===== src/quad_timer_defines.svh =====
// Constants for the quad timer and watchdog block.
// How it works
// - Two 12-bit timers run on the slow tick, each comparing its count against a match value.
// - Two 32-bit timers run on the system clock, each comparing its count against a match value.
// - Software configures all timers and the watchdog over the 32-bit register bus.
// - The 12-bit timers advance on the slow oscillator divided by two, 182.5 kHz.
// - The 32-bit timers advance once per system clock cycle.
// - Each timer has exactly one match register and no capture function.
// - Events of all four timers are merged onto one shared output line.
// - Timer 1 can be chained after timer 0; the 32-bit timers cannot chain.
// - Each timer can run single-shot or free-running.
// - Each timer raises a timeout interrupt that is masked on its own.
// - The watchdog is a 10-bit counter on the slow oscillator divided by 128.
// - The watchdog stays idle until software enables it.
// - An enabled watchdog that is not reloaded in time requests a system reset.
// - After a watchdog reset the watchdog is disabled.
// - The watchdog raises a non-maskable interrupt at a programmed count.
`ifndef QUAD_TIMER_DEFINES_SVH
`define QUAD_TIMER_DEFINES_SVH
`define CLK_HZ          25000000
`define SLOW_OSC_HZ     365000
`define T12_OSC_DIV     2
`define WD_OSC_DIV      128
`define T12_W           12
`define T32_W           32
`define WD_W            10
`define ADDR_CTRL       8'h00
`define ADDR_STATUS     8'h04
`define ADDR_MASK       8'h08
`define ADDR_WD_CTRL    8'h0C
`define ADDR_WD_LOAD    8'h10
`define ADDR_WD_FEED    8'h14
`define ADDR_WD_WARN    8'h18
`define ADDR_WD_COUNT   8'h1C
`define ADDR_MATCH0     8'h20
`define ADDR_COUNT0     8'h30
`define CTRL_RUN_LSB    0
`define CTRL_FREE_LSB   4
`define CTRL_CHAIN_BIT  8
`define ST_WD_BIT       4
`define WD_LOAD_RST     10'h3FF
`define WD_WARN_RST     10'h010
`endif


===== src/quad_timer_pkg.sv =====
// Types shared by the quad timer and watchdog block.
package quad_timer_pkg;
  typedef enum logic [0:0] {
    WD_OFF = 1'b0,
    WD_RUN = 1'b1
  } wd_state_type;
endpackage : quad_timer_pkg


===== src/quad_timer.sv =====
// Quad timer and watchdog with a classic Wishbone register slave.
//
// The Wishbone register port and the placing of the registers are this design's own decisions.
`timescale 1ns/1ps
`include "quad_timer_defines.svh"
module quad_timer
  import quad_timer_pkg::*;
#(
  parameter int T12_DIV = `CLK_HZ / (`SLOW_OSC_HZ / `T12_OSC_DIV),
  parameter int WD_DIV  = (`CLK_HZ / `SLOW_OSC_HZ) * `WD_OSC_DIV
) (
  input  wire logic        clk,
  input  wire logic        arst_n,
  input  wire logic        wb_cyc_i,
  input  wire logic        wb_stb_i,
  input  wire logic        wb_we_i,
  input  wire logic [7:0]  wb_adr_i,
  input  wire logic [3:0]  wb_sel_i,
  input  wire logic [31:0] wb_dat_i,
  output logic      [31:0] wb_dat_o,
  output logic             wb_ack_o,
  output logic             timer_out,
  output logic             irq,
  output logic             nmi,
  output logic             sys_reset_req
);
  localparam int CW = 16;

  logic [31:0] dat_ff;
  logic        ack_ff;
  logic        tout_ff;
  logic        irq_ff;
  logic        wd_rst_ff;
  logic [CW-1:0] t12_div_ff;
  logic [CW-1:0] wd_div_ff;
  logic        t12_tick;
  logic        wd_tick;
  logic [8:0]  ctrl_ff;
  logic [4:0]  status_ff;
  logic [4:0]  mask_ff;
  logic [`T12_W-1:0] match12_ff [2];
  logic [`T32_W-1:0] match32_ff [2];
  logic [`T12_W-1:0] count12 [2];
  logic [`T32_W-1:0] count32 [2];
  logic [3:0]  hit;
  logic [3:0]  running;
  logic [3:0]  start;
  logic [3:0]  stop;
  logic [1:0]  tick12;
  wd_state_type wd_state_ff;
  logic [`WD_W-1:0] wd_cnt_ff;
  logic [`WD_W-1:0] wd_load_ff;
  logic [`WD_W-1:0] wd_warn_ff;
  logic [`WD_W-1:0] nxt_wd_cnt;
  logic        wd_warn_ev;
  logic        wd_expire;
  logic        req;
  logic        wr;
  logic [31:0] wmask;

  // Byte lane mask of a Wishbone write.
  function automatic logic [31:0] lane_mask(input logic [3:0] sel);
    lane_mask = {{8{sel[3]}}, {8{sel[2]}}, {8{sel[1]}}, {8{sel[0]}}};
  endfunction : lane_mask

  // Merges written lanes into a stored word.
  function automatic logic [31:0] merge(input logic [31:0] old,
                                        input logic [31:0] nw,
                                        input logic [31:0] m);
    merge = (old & ~m) | (nw & m);
  endfunction : merge

  // Bus requests are taken one cycle before ack, writes on the ack edge.
  assign req   = wb_cyc_i && wb_stb_i;
  assign wr    = req && wb_we_i && ack_ff;
  assign wmask = lane_mask(wb_sel_i);

  always_ff @(posedge clk or negedge arst_n) begin
    if (!arst_n) begin
      ack_ff <= 1'b0;
    end else begin
      ack_ff <= req && !ack_ff;
    end
  end

  always_ff @(posedge clk or negedge arst_n) begin
    if (!arst_n) begin
      dat_ff <= '0;
    end else if (req && !ack_ff) begin
      dat_ff <= '0;
      unique case (wb_adr_i)
        `ADDR_CTRL:     dat_ff <= {23'h0, ctrl_ff[8], ctrl_ff[7:4], running};
        `ADDR_STATUS:   dat_ff <= {27'h0, status_ff};
        `ADDR_MASK:     dat_ff <= {27'h0, mask_ff};
        `ADDR_WD_CTRL:  dat_ff <= {31'h0, wd_state_ff == WD_RUN};
        `ADDR_WD_LOAD:  dat_ff <= {22'h0, wd_load_ff};
        `ADDR_WD_WARN:  dat_ff <= {22'h0, wd_warn_ff};
        `ADDR_WD_COUNT: dat_ff <= {22'h0, wd_cnt_ff};
        `ADDR_MATCH0:      dat_ff <= {20'h0, match12_ff[0]};
        `ADDR_MATCH0 + 4:  dat_ff <= {20'h0, match12_ff[1]};
        `ADDR_MATCH0 + 8:  dat_ff <= match32_ff[0];
        `ADDR_MATCH0 + 12: dat_ff <= match32_ff[1];
        `ADDR_COUNT0:      dat_ff <= {20'h0, count12[0]};
        `ADDR_COUNT0 + 4:  dat_ff <= {20'h0, count12[1]};
        `ADDR_COUNT0 + 8:  dat_ff <= count32[0];
        `ADDR_COUNT0 + 12: dat_ff <= count32[1];
        default:           dat_ff <= '0;
      endcase
    end
  end

  // Slow ticks are one-cycle enables; the 12-bit rate is 182.5 kHz.
  always_ff @(posedge clk or negedge arst_n) begin
    if (!arst_n) begin
      t12_div_ff <= '0;
    end else if (t12_tick) begin
      t12_div_ff <= '0;
    end else begin
      t12_div_ff <= t12_div_ff + 1'b1;
    end
  end
  assign t12_tick = (t12_div_ff == CW'(T12_DIV - 1));

  // The watchdog divider is held at zero while idle, so the first tick
  // after enabling comes one full watchdog period later.
  always_ff @(posedge clk or negedge arst_n) begin
    if (!arst_n) begin
      wd_div_ff <= '0;
    end else if (wd_tick || wd_state_ff == WD_OFF) begin
      wd_div_ff <= '0;
    end else begin
      wd_div_ff <= wd_div_ff + 1'b1;
    end
  end
  assign wd_tick = (wd_div_ff == CW'(WD_DIV - 1));

  // Control: run bits start or stop a timer on write, mode and chain stay.
  always_ff @(posedge clk or negedge arst_n) begin
    if (!arst_n) begin
      ctrl_ff <= '0;
    end else if (wr && wb_adr_i == `ADDR_CTRL) begin
      ctrl_ff <= 9'(merge({23'h0, ctrl_ff}, wb_dat_i, wmask));
    end
  end

  always_comb begin
    for (int i = 0; i < 4; i++) begin
      start[i] = wr && wb_adr_i == `ADDR_CTRL && wmask[i]
                 && wb_dat_i[`CTRL_RUN_LSB + i];
      stop[i]  = wr && wb_adr_i == `ADDR_CTRL && wmask[i]
                 && !wb_dat_i[`CTRL_RUN_LSB + i];
    end
  end

  always_ff @(posedge clk or negedge arst_n) begin
    if (!arst_n) begin
      match12_ff[0] <= '0;
      match12_ff[1] <= '0;
      match32_ff[0] <= '0;
      match32_ff[1] <= '0;
    end else if (wr) begin
      for (int i = 0; i < 2; i++) begin
        if (wb_adr_i == 8'(`ADDR_MATCH0 + 4 * i)) begin
          match12_ff[i] <= `T12_W'(merge({20'h0, match12_ff[i]},
                                          wb_dat_i, wmask));
        end
        if (wb_adr_i == 8'(`ADDR_MATCH0 + 8 + 4 * i)) begin
          match32_ff[i] <= merge(match32_ff[i], wb_dat_i, wmask);
        end
      end
    end
  end

  // Timer 1 steps on timer 0 matches when chained.
  assign tick12[0] = t12_tick;
  assign tick12[1] = ctrl_ff[`CTRL_CHAIN_BIT] ? hit[0] : t12_tick;

  genvar g;
  generate
    for (g = 0; g < 2; g++) begin : g_t12
      timer_chan #(.W(`T12_W)) u_chan (
        .clk        (clk),
        .arst_n     (arst_n),
        .tick       (tick12[g]),
        .start      (start[g]),
        .stop       (stop[g]),
        .free_run   (ctrl_ff[`CTRL_FREE_LSB + g]),
        .match      (match12_ff[g]),
        .count_ff   (count12[g]),
        .hit_ff     (hit[g]),
        .running_ff (running[g])
      );
    end
    for (g = 0; g < 2; g++) begin : g_t32
      timer_chan #(.W(`T32_W)) u_chan (
        .clk        (clk),
        .arst_n     (arst_n),
        .tick       (1'b1),
        .start      (start[g + 2]),
        .stop       (stop[g + 2]),
        .free_run   (ctrl_ff[`CTRL_FREE_LSB + g + 2]),
        .match      (match32_ff[g]),
        .count_ff   (count32[g]),
        .hit_ff     (hit[g + 2]),
        .running_ff (running[g + 2])
      );
    end
  endgenerate

  // Sticky status; a new event wins over a write-one clear.
  always_ff @(posedge clk or negedge arst_n) begin
    if (!arst_n) begin
      status_ff <= '0;
    end else begin
      status_ff <= (status_ff & ~((wr && wb_adr_i == `ADDR_STATUS)
                                  ? wb_dat_i[4:0] & wmask[4:0] : 5'h00))
                   | {wd_warn_ev, hit};
    end
  end

  always_ff @(posedge clk or negedge arst_n) begin
    if (!arst_n) begin
      mask_ff <= '0;
    end else if (wr && wb_adr_i == `ADDR_MASK) begin
      mask_ff <= 5'(merge({27'h0, mask_ff}, wb_dat_i, wmask));
    end
  end

  always_ff @(posedge clk or negedge arst_n) begin
    if (!arst_n) begin
      irq_ff  <= 1'b0;
      tout_ff <= 1'b0;
    end else begin
      irq_ff  <= |(status_ff[3:0] & mask_ff[3:0]);
      tout_ff <= |hit;
    end
  end

  // Watchdog: counts down from the load value; once on, software only feeds.
  always_ff @(posedge clk or negedge arst_n) begin
    if (!arst_n) begin
      wd_load_ff <= `WD_LOAD_RST;
      wd_warn_ff <= `WD_WARN_RST;
    end else if (wr) begin
      if (wb_adr_i == `ADDR_WD_LOAD) begin
        wd_load_ff <= `WD_W'(merge({22'h0, wd_load_ff}, wb_dat_i, wmask));
      end
      if (wb_adr_i == `ADDR_WD_WARN) begin
        wd_warn_ff <= `WD_W'(merge({22'h0, wd_warn_ff}, wb_dat_i, wmask));
      end
    end
  end

  assign nxt_wd_cnt = wd_cnt_ff - 1'b1;
  assign wd_expire  = wd_state_ff == WD_RUN && wd_tick && wd_cnt_ff == '0;
  assign wd_warn_ev = wd_state_ff == WD_RUN && wd_tick && wd_cnt_ff != '0
                      && nxt_wd_cnt == wd_warn_ff
                      && !(wr && wb_adr_i == `ADDR_WD_FEED);

  always_ff @(posedge clk or negedge arst_n) begin
    if (!arst_n) begin
      wd_state_ff <= WD_OFF;
    end else begin
      unique case (wd_state_ff)
        WD_OFF: if (wr && wb_adr_i == `ADDR_WD_CTRL && wb_dat_i[0]
                    && wmask[0]) begin
          wd_state_ff <= WD_RUN;
        end
        WD_RUN: if (wd_expire && !(wr && wb_adr_i == `ADDR_WD_FEED)) begin
          wd_state_ff <= WD_OFF;
        end
      endcase
    end
  end

  always_ff @(posedge clk or negedge arst_n) begin
    if (!arst_n) begin
      wd_cnt_ff <= '0;
    end else if (wd_state_ff == WD_OFF) begin
      wd_cnt_ff <= wd_load_ff;
    end else if (wr && wb_adr_i == `ADDR_WD_FEED) begin
      wd_cnt_ff <= wd_load_ff;
    end else if (wd_tick && wd_cnt_ff != '0) begin
      wd_cnt_ff <= nxt_wd_cnt;
    end
  end

  always_ff @(posedge clk or negedge arst_n) begin
    if (!arst_n) begin
      wd_rst_ff <= 1'b0;
    end else begin
      wd_rst_ff <= wd_expire && !(wr && wb_adr_i == `ADDR_WD_FEED);
    end
  end

  assign wb_dat_o      = dat_ff;
  assign wb_ack_o      = ack_ff;
  assign timer_out     = tout_ff;
  assign irq           = irq_ff;
  assign nmi           = status_ff[`ST_WD_BIT];
  assign sys_reset_req = wd_rst_ff;

  ack_one_a: assert property (@(posedge clk) disable iff (!arst_n)
    wb_ack_o |=> !wb_ack_o)
    else $error("ack held longer than one cycle");
  ack_late_a: assert property (@(posedge clk) disable iff (!arst_n)
    req && !wb_ack_o |=> wb_ack_o)
    else $error("request not acknowledged on the next edge");
  wd_idle_a: assert property (@(posedge clk) disable iff (!arst_n)
    wd_state_ff == WD_OFF |=> !sys_reset_req)
    else $error("reset request from an idle watchdog");
  wd_bite_a: assert property (@(posedge clk) disable iff (!arst_n)
    wd_expire && !(wr && wb_adr_i == `ADDR_WD_FEED)
    |=> sys_reset_req && wd_state_ff == WD_OFF)
    else $error("watchdog expiry without reset or disable");
  wd_off_a: assert property (@(posedge clk) disable iff (!arst_n)
    sys_reset_req |-> wd_state_ff == WD_OFF)
    else $error("watchdog still enabled after its reset");
  wd_feed_a: assert property (@(posedge clk) disable iff (!arst_n)
    wd_state_ff == WD_RUN && wr && wb_adr_i == `ADDR_WD_FEED
    |=> wd_cnt_ff == $past(wd_load_ff) && !sys_reset_req)
    else $error("feed did not restore the watchdog count");
  wd_nmi_a: assert property (@(posedge clk) disable iff (!arst_n)
    wd_warn_ev |=> nmi)
    else $error("warning count did not raise the nmi");
  irq_mask_a: assert property (@(posedge clk) disable iff (!arst_n)
    ##1 irq == |($past(status_ff[3:0]) & $past(mask_ff[3:0])))
    else $error("interrupt does not follow masked status");
  tout_a: assert property (@(posedge clk) disable iff (!arst_n)
    |hit |=> timer_out)
    else $error("timer event missing on shared output");
  // Checks the chained count itself, not just the tick routing.
  chain_a: assert property (@(posedge clk) disable iff (!arst_n)
    ctrl_ff[`CTRL_CHAIN_BIT] && !hit[0] && !start[1]
    |=> count12[1] == $past(count12[1]))
    else $error("chained timer stepped without a timer 0 match");

  chain_c: cover property (@(posedge clk) disable iff (!arst_n)
    ctrl_ff[`CTRL_CHAIN_BIT] && hit[1]);
  wd_bite_c: cover property (@(posedge clk) disable iff (!arst_n)
    sys_reset_req);
  irq_c: cover property (@(posedge clk) disable iff (!arst_n) irq);
  nmi_c: cover property (@(posedge clk) disable iff (!arst_n) $rose(nmi));
endmodule : quad_timer


===== src/timer_chan.sv =====
// One general purpose timer channel with a single match register.
`timescale 1ns/1ps
module timer_chan #(
  parameter int W = 12
) (
  input  wire logic         clk,
  input  wire logic         arst_n,
  input  wire logic         tick,
  input  wire logic         start,
  input  wire logic         stop,
  input  wire logic         free_run,
  input  wire logic [W-1:0] match,
  output logic      [W-1:0] count_ff,
  output logic              hit_ff,
  output logic              running_ff
);
  logic at_match;
  assign at_match = (count_ff == match);

  always_ff @(posedge clk or negedge arst_n) begin
    if (!arst_n) begin
      count_ff <= '0;
    end else if (start) begin
      count_ff <= '0;
    end else if (running_ff && tick) begin
      if (at_match) begin
        count_ff <= free_run ? '0 : count_ff;
      end else begin
        count_ff <= count_ff + 1'b1;
      end
    end
  end

  always_ff @(posedge clk or negedge arst_n) begin
    if (!arst_n) begin
      running_ff <= 1'b0;
    end else if (start) begin
      running_ff <= 1'b1;
    end else if (stop) begin
      running_ff <= 1'b0;
    end else if (running_ff && tick && at_match && !free_run) begin
      running_ff <= 1'b0;
    end
  end

  always_ff @(posedge clk or negedge arst_n) begin
    if (!arst_n) begin
      hit_ff <= 1'b0;
    end else begin
      hit_ff <= running_ff && tick && at_match && !start && !stop;
    end
  end

  single_shot_a: assert property (@(posedge clk) disable iff (!arst_n)
    running_ff && tick && at_match && !free_run && !start && !stop
    |=> !running_ff && hit_ff)
    else $error("single-shot timer kept running after match");
  free_wrap_a: assert property (@(posedge clk) disable iff (!arst_n)
    running_ff && tick && at_match && free_run && !start && !stop
    |=> running_ff && count_ff == '0 && hit_ff)
    else $error("free-running timer did not wrap on match");
endmodule : timer_chan

===== config.mk =====
export PLATFORM = sky130hd
export DESIGN_NAME = quad_timer
export DESIGN_NICKNAME = d
export VERILOG_FILES = /design/src/quad_timer_pkg.sv /design/src/quad_timer.sv /design/src/timer_chan.sv
export VERILOG_INCLUDE_DIRS = /design/src
export SDC_FILE = /design/constraint.sdc
export NUM_CORES = 1
export LEC_CHECK = 0
export ABC_AREA = 1
export BUFFER_PORTS_ARGS = -buffer_cell sky130_fd_sc_hd__buf_2
export CORE_UTILIZATION = 31
export DETAILED_ROUTE_END_ITERATION = 8
export PLACE_DENSITY = 0.56
export SLEW_MARGIN = 10
export SYNTH_ARGS = -nofsm -noshare
export SYNTH_HDL_FRONTEND = slang
export SYNTH_SLANG_ARGS = --single-unit

===== constraint.sdc =====
create_clock -name clk -period 4.3 [get_ports clk]
set_clock_uncertainty 0.2 [all_clocks]
set_input_delay 0.215 -clock clk [delete_from_list [all_inputs] [get_ports clk]]
set_output_delay 0.215 -clock clk [all_outputs]
set_load 0.01 [all_outputs]

==> flow_summary.toml <==
[outcome]
status = "finished clean"

[synthesis]
synth_top_area_frac = 0.392
synth-seq-cells = 298
synth_area_per_cell_um2 = 6.65
synth-seq-area-share = 0.408
synth_top_cell_by_area = "dfrtp_1"
yosysWarningCount = 0
yosysUniqueCellTypes = 42
synthTopCellsByArea = "dfrtp_1 (39%), nand2_1 (21%), nor2_1 (6.5%)"
synthesis.area_um2 = 18300
synth_cells = 2754
syn_nets = 2810

[setup_path]
r2r-end = "g_t32[0].u_chan.count_ff[24]"
endpoint_kind = "register"
r2r_cells = 9
start_kind = "register"
crit_arrival_ns = 3.27
rr_startpoint = "wb_ack_o"
crit_path_max_fanout = 35
r2r_slack_ns = 1.34
crit_type = "register to register"
crit_required_ns = 4.61

[detailed_routing]
wl_per_cell_um = 16.9
wirelength_mm = 61.1
routed_via_density = 4.82
drc = 0
drt_pass1_iterations = 6
via_count = 17450
drt_iter0_drc = 1441
ant_nets = 0

[clocking]
clkTransAtPathRegs_ns = 0.06
htree_levels = 2
cts_sinks = 298
clk_latency_ns = 0.58
clock_path_buffers = 3
post_cts_buffers = 0
numCtsBuffers = 37
cts-root-buf = "clkbuf_16"
cts_tree = "done"

[place]
dpl-instance-area_um2 = 19400
dp_hpwl_mm = 45.3
place_congestion = 0.939
io_buffer_count = 85

[worst_hold_path]
min_delay_worst_endpoint = "wb_ack_o"
hold_start = "wb_stb_i"
min_path_type = "primary input to register"
min_delay_path_depth = 4

[sta]
slew_headroom = 0.221
rsz0062_at_grt = "false"
setup_viol = 0
max_freq_mhz = 338
fin_crit_ns = 2.96
tns_ns = 0
final_max_slew_viol_count = 0
period_share = 0.689
hold_viol = 0
tightest_slew_ns = 1.17

[run]
cap_violations = 0

[pwr]
p_per_area_nw_per_um2 = 340
cellLeakagePower_nw = 10.6
ir_drop_mv = 0.295

[grt]
gr-total-overflow = 0
grt_pass1_vias = 16655
grt_pass1_wl_mm = 97.8
met1_usage = 0.296
grtUsageTotal = 0.208
busiest_layer = "met2"
grt_use_met3 = 0.0349
antenna_found_initial = 0
met2_usage = 0.320
grt_max_degree = 110

[final_layout]
regArea_um2 = 7470
nets = 2886
num-fill-cells = 6257
antenna_cells = 0
fin_area_um2 = 21000
layout-drive-gt1-share = 0.0728
multiInputGateArea_um2 = 9190
area_delta_synth_final_pct = 14.7

[die]
dieHeight_um = 245
die_area_um2 = 60100
io_pins = 86
coreArea_um2 = 58000
die_w_um = 245
row_count = 88
initial_core_util = 0.316
-- Yosys cell counts --
cell type,n
nor2_2,6
inv_2,6
clkinv_1,2
o21ai_1,19
o211ai_1,3
o22ai_1,15
o21a_1,1
clkbuf_1,45
nand4_1,24
dfstp_2,11
nor2_1,317
buf_6,1
nand3_4,1
xor2_1,54
nand2_4,1
a21oi_1,33
o21ai_0,166
o221ai_1,1
ha_1,7
nor2_8,1
nor4_1,5
a22o_1,2
nand2_1,1047
nor2_4,5
buf_4,5
a22oi_1,5
xnor2_1,59
a31oi_1,1
nand3_2,4
o2111ai_1,6
nand3_1,224
buf_2,49
o211a_1,1
nand3b_1,2
clkbuf_2,2
inv_1,311
or2_2,1
nor3_1,21
o31ai_1,1
o21bai_1,1
dfrtp_1,287
mux2_2,1
-- power by group --
part | total, W | internal [W] | switching, W | leakage, nW
registers | 0.00309 | 0.00289 | 0.000203 | 3.92
logic | 0.000790 | 0.000300 | 0.000490 | 6.05
clock network | 0.00327 | 0.00197 | 0.00130 | 0.626
total | 0.00715 | 0.00515 | 0.00200 | 10.6
-- placed cells by master (no fill, tap or decap), types with 6 or more instances in the layout --
master            n
buf_2            84
o21ai_1          19
nor2_1          313
buf_4            17
nor3_1           21
o22ai_1          15
nand3_1         224
xnor2_1          59
nand4_1          24
dlygate4sd3_1    35
o2111ai_1         6
inv_2             6
nor2_2           10
ha_1              7
o21ai_0         166
dfstp_2          11
xor2_1           54
clkbuf_16        37
clkinv_2         13
dfrtp_1         287
a21oi_1          33
nand2_1        1047
inv_1           311
-- logic make-up (layout without fill, tap and decap cells) --
logic type,after synthesis,count (layout),share of synthesized area
compound gates,255,255,0.0744
xor+xnor,113,113,0.0540
fa+ha+maj,7,7,0.00478
buf+inv,421,524,0.0912
flops,298,298,0.408
mux,1,1,0.000615
simple gates,1659,1659,0.367
-- layer usage --
layer | up-vias | part of all wire
li1 | 8713 | -
met1 | 8132 | 0.47
met2 | 513 | 0.44
met3 | 92 | 0.066
met4 | 0 | 0.029
met5 | - | 0
-- worst max path at each step --
stage	startpoint	endpoint	slack [ns]	depth (start not counted)
final	wb_ack_o	g_t32[0].u_chan.count_ff[24]	1.34	9
after global routing	wb_ack_o	g_t32[0].u_chan.count_ff[3]	1.11	9
after CTS	wb_ack_o	g_t32[0].u_chan.count_ff[24]	1.27	9
after detailed placement	wb_adr_i[1]	g_t32[0].u_chan.count_ff[24]	1.26	11
after global placement	wb_adr_i[1]	g_t32[0].u_chan.count_ff[12]	1.34	11
after floorplan	t12_div_ff[0]	g_t12[1].u_chan.count_ff[10]	2.36	13
-- critical path, stage by stage, from the launching register on --
cell	delay, ns
dfrtp_1	0.37
nand2_1	0.07
nor2_2	0.34
inv_2	0.21
nor2_8	0.21
nand3_2	0.08
buf_4	0.28
nand2_1	0.90
nand2_1	0.12
nand2_1	0.11
-- layout make-up --
class	instances	share of cell area
tap	765	0.0455
inverter	319	0.0570
clock inverter	21	0.0114
multi-input combinational	2035	0.437
clock buffer	45	0.0479
sequential	298	0.355
timing repair buffer	139	0.0454
-- repair_timing --
action                    CTS  global route
hold buffers               35             0
gates resized for setup     0             0
hold endpoints to repair  190             0
-- stage by stage --
stage / hold WS (ns) / std cells / worst slack, ns / utilization / total power (W)
after floorplan: -0.281 / 2754 / 2.36 / - / 0.00363
after global routing: 0.0306 / 3622 / 1.11 / 0.362 / 0.00747
final: 0.0230 / 3622 / 1.34 / 0.362 / 0.00715
after CTS: 0.00196 / 3622 / 1.27 / 0.362 / 0.00723
after global placement: 0.0722 / 3521 / 1.34 / 0.335 / 0.00390
after detailed placement: 0.0738 / 3521 / 1.26 / 0.335 / 0.00391
(Power assumes the default switching activity.)
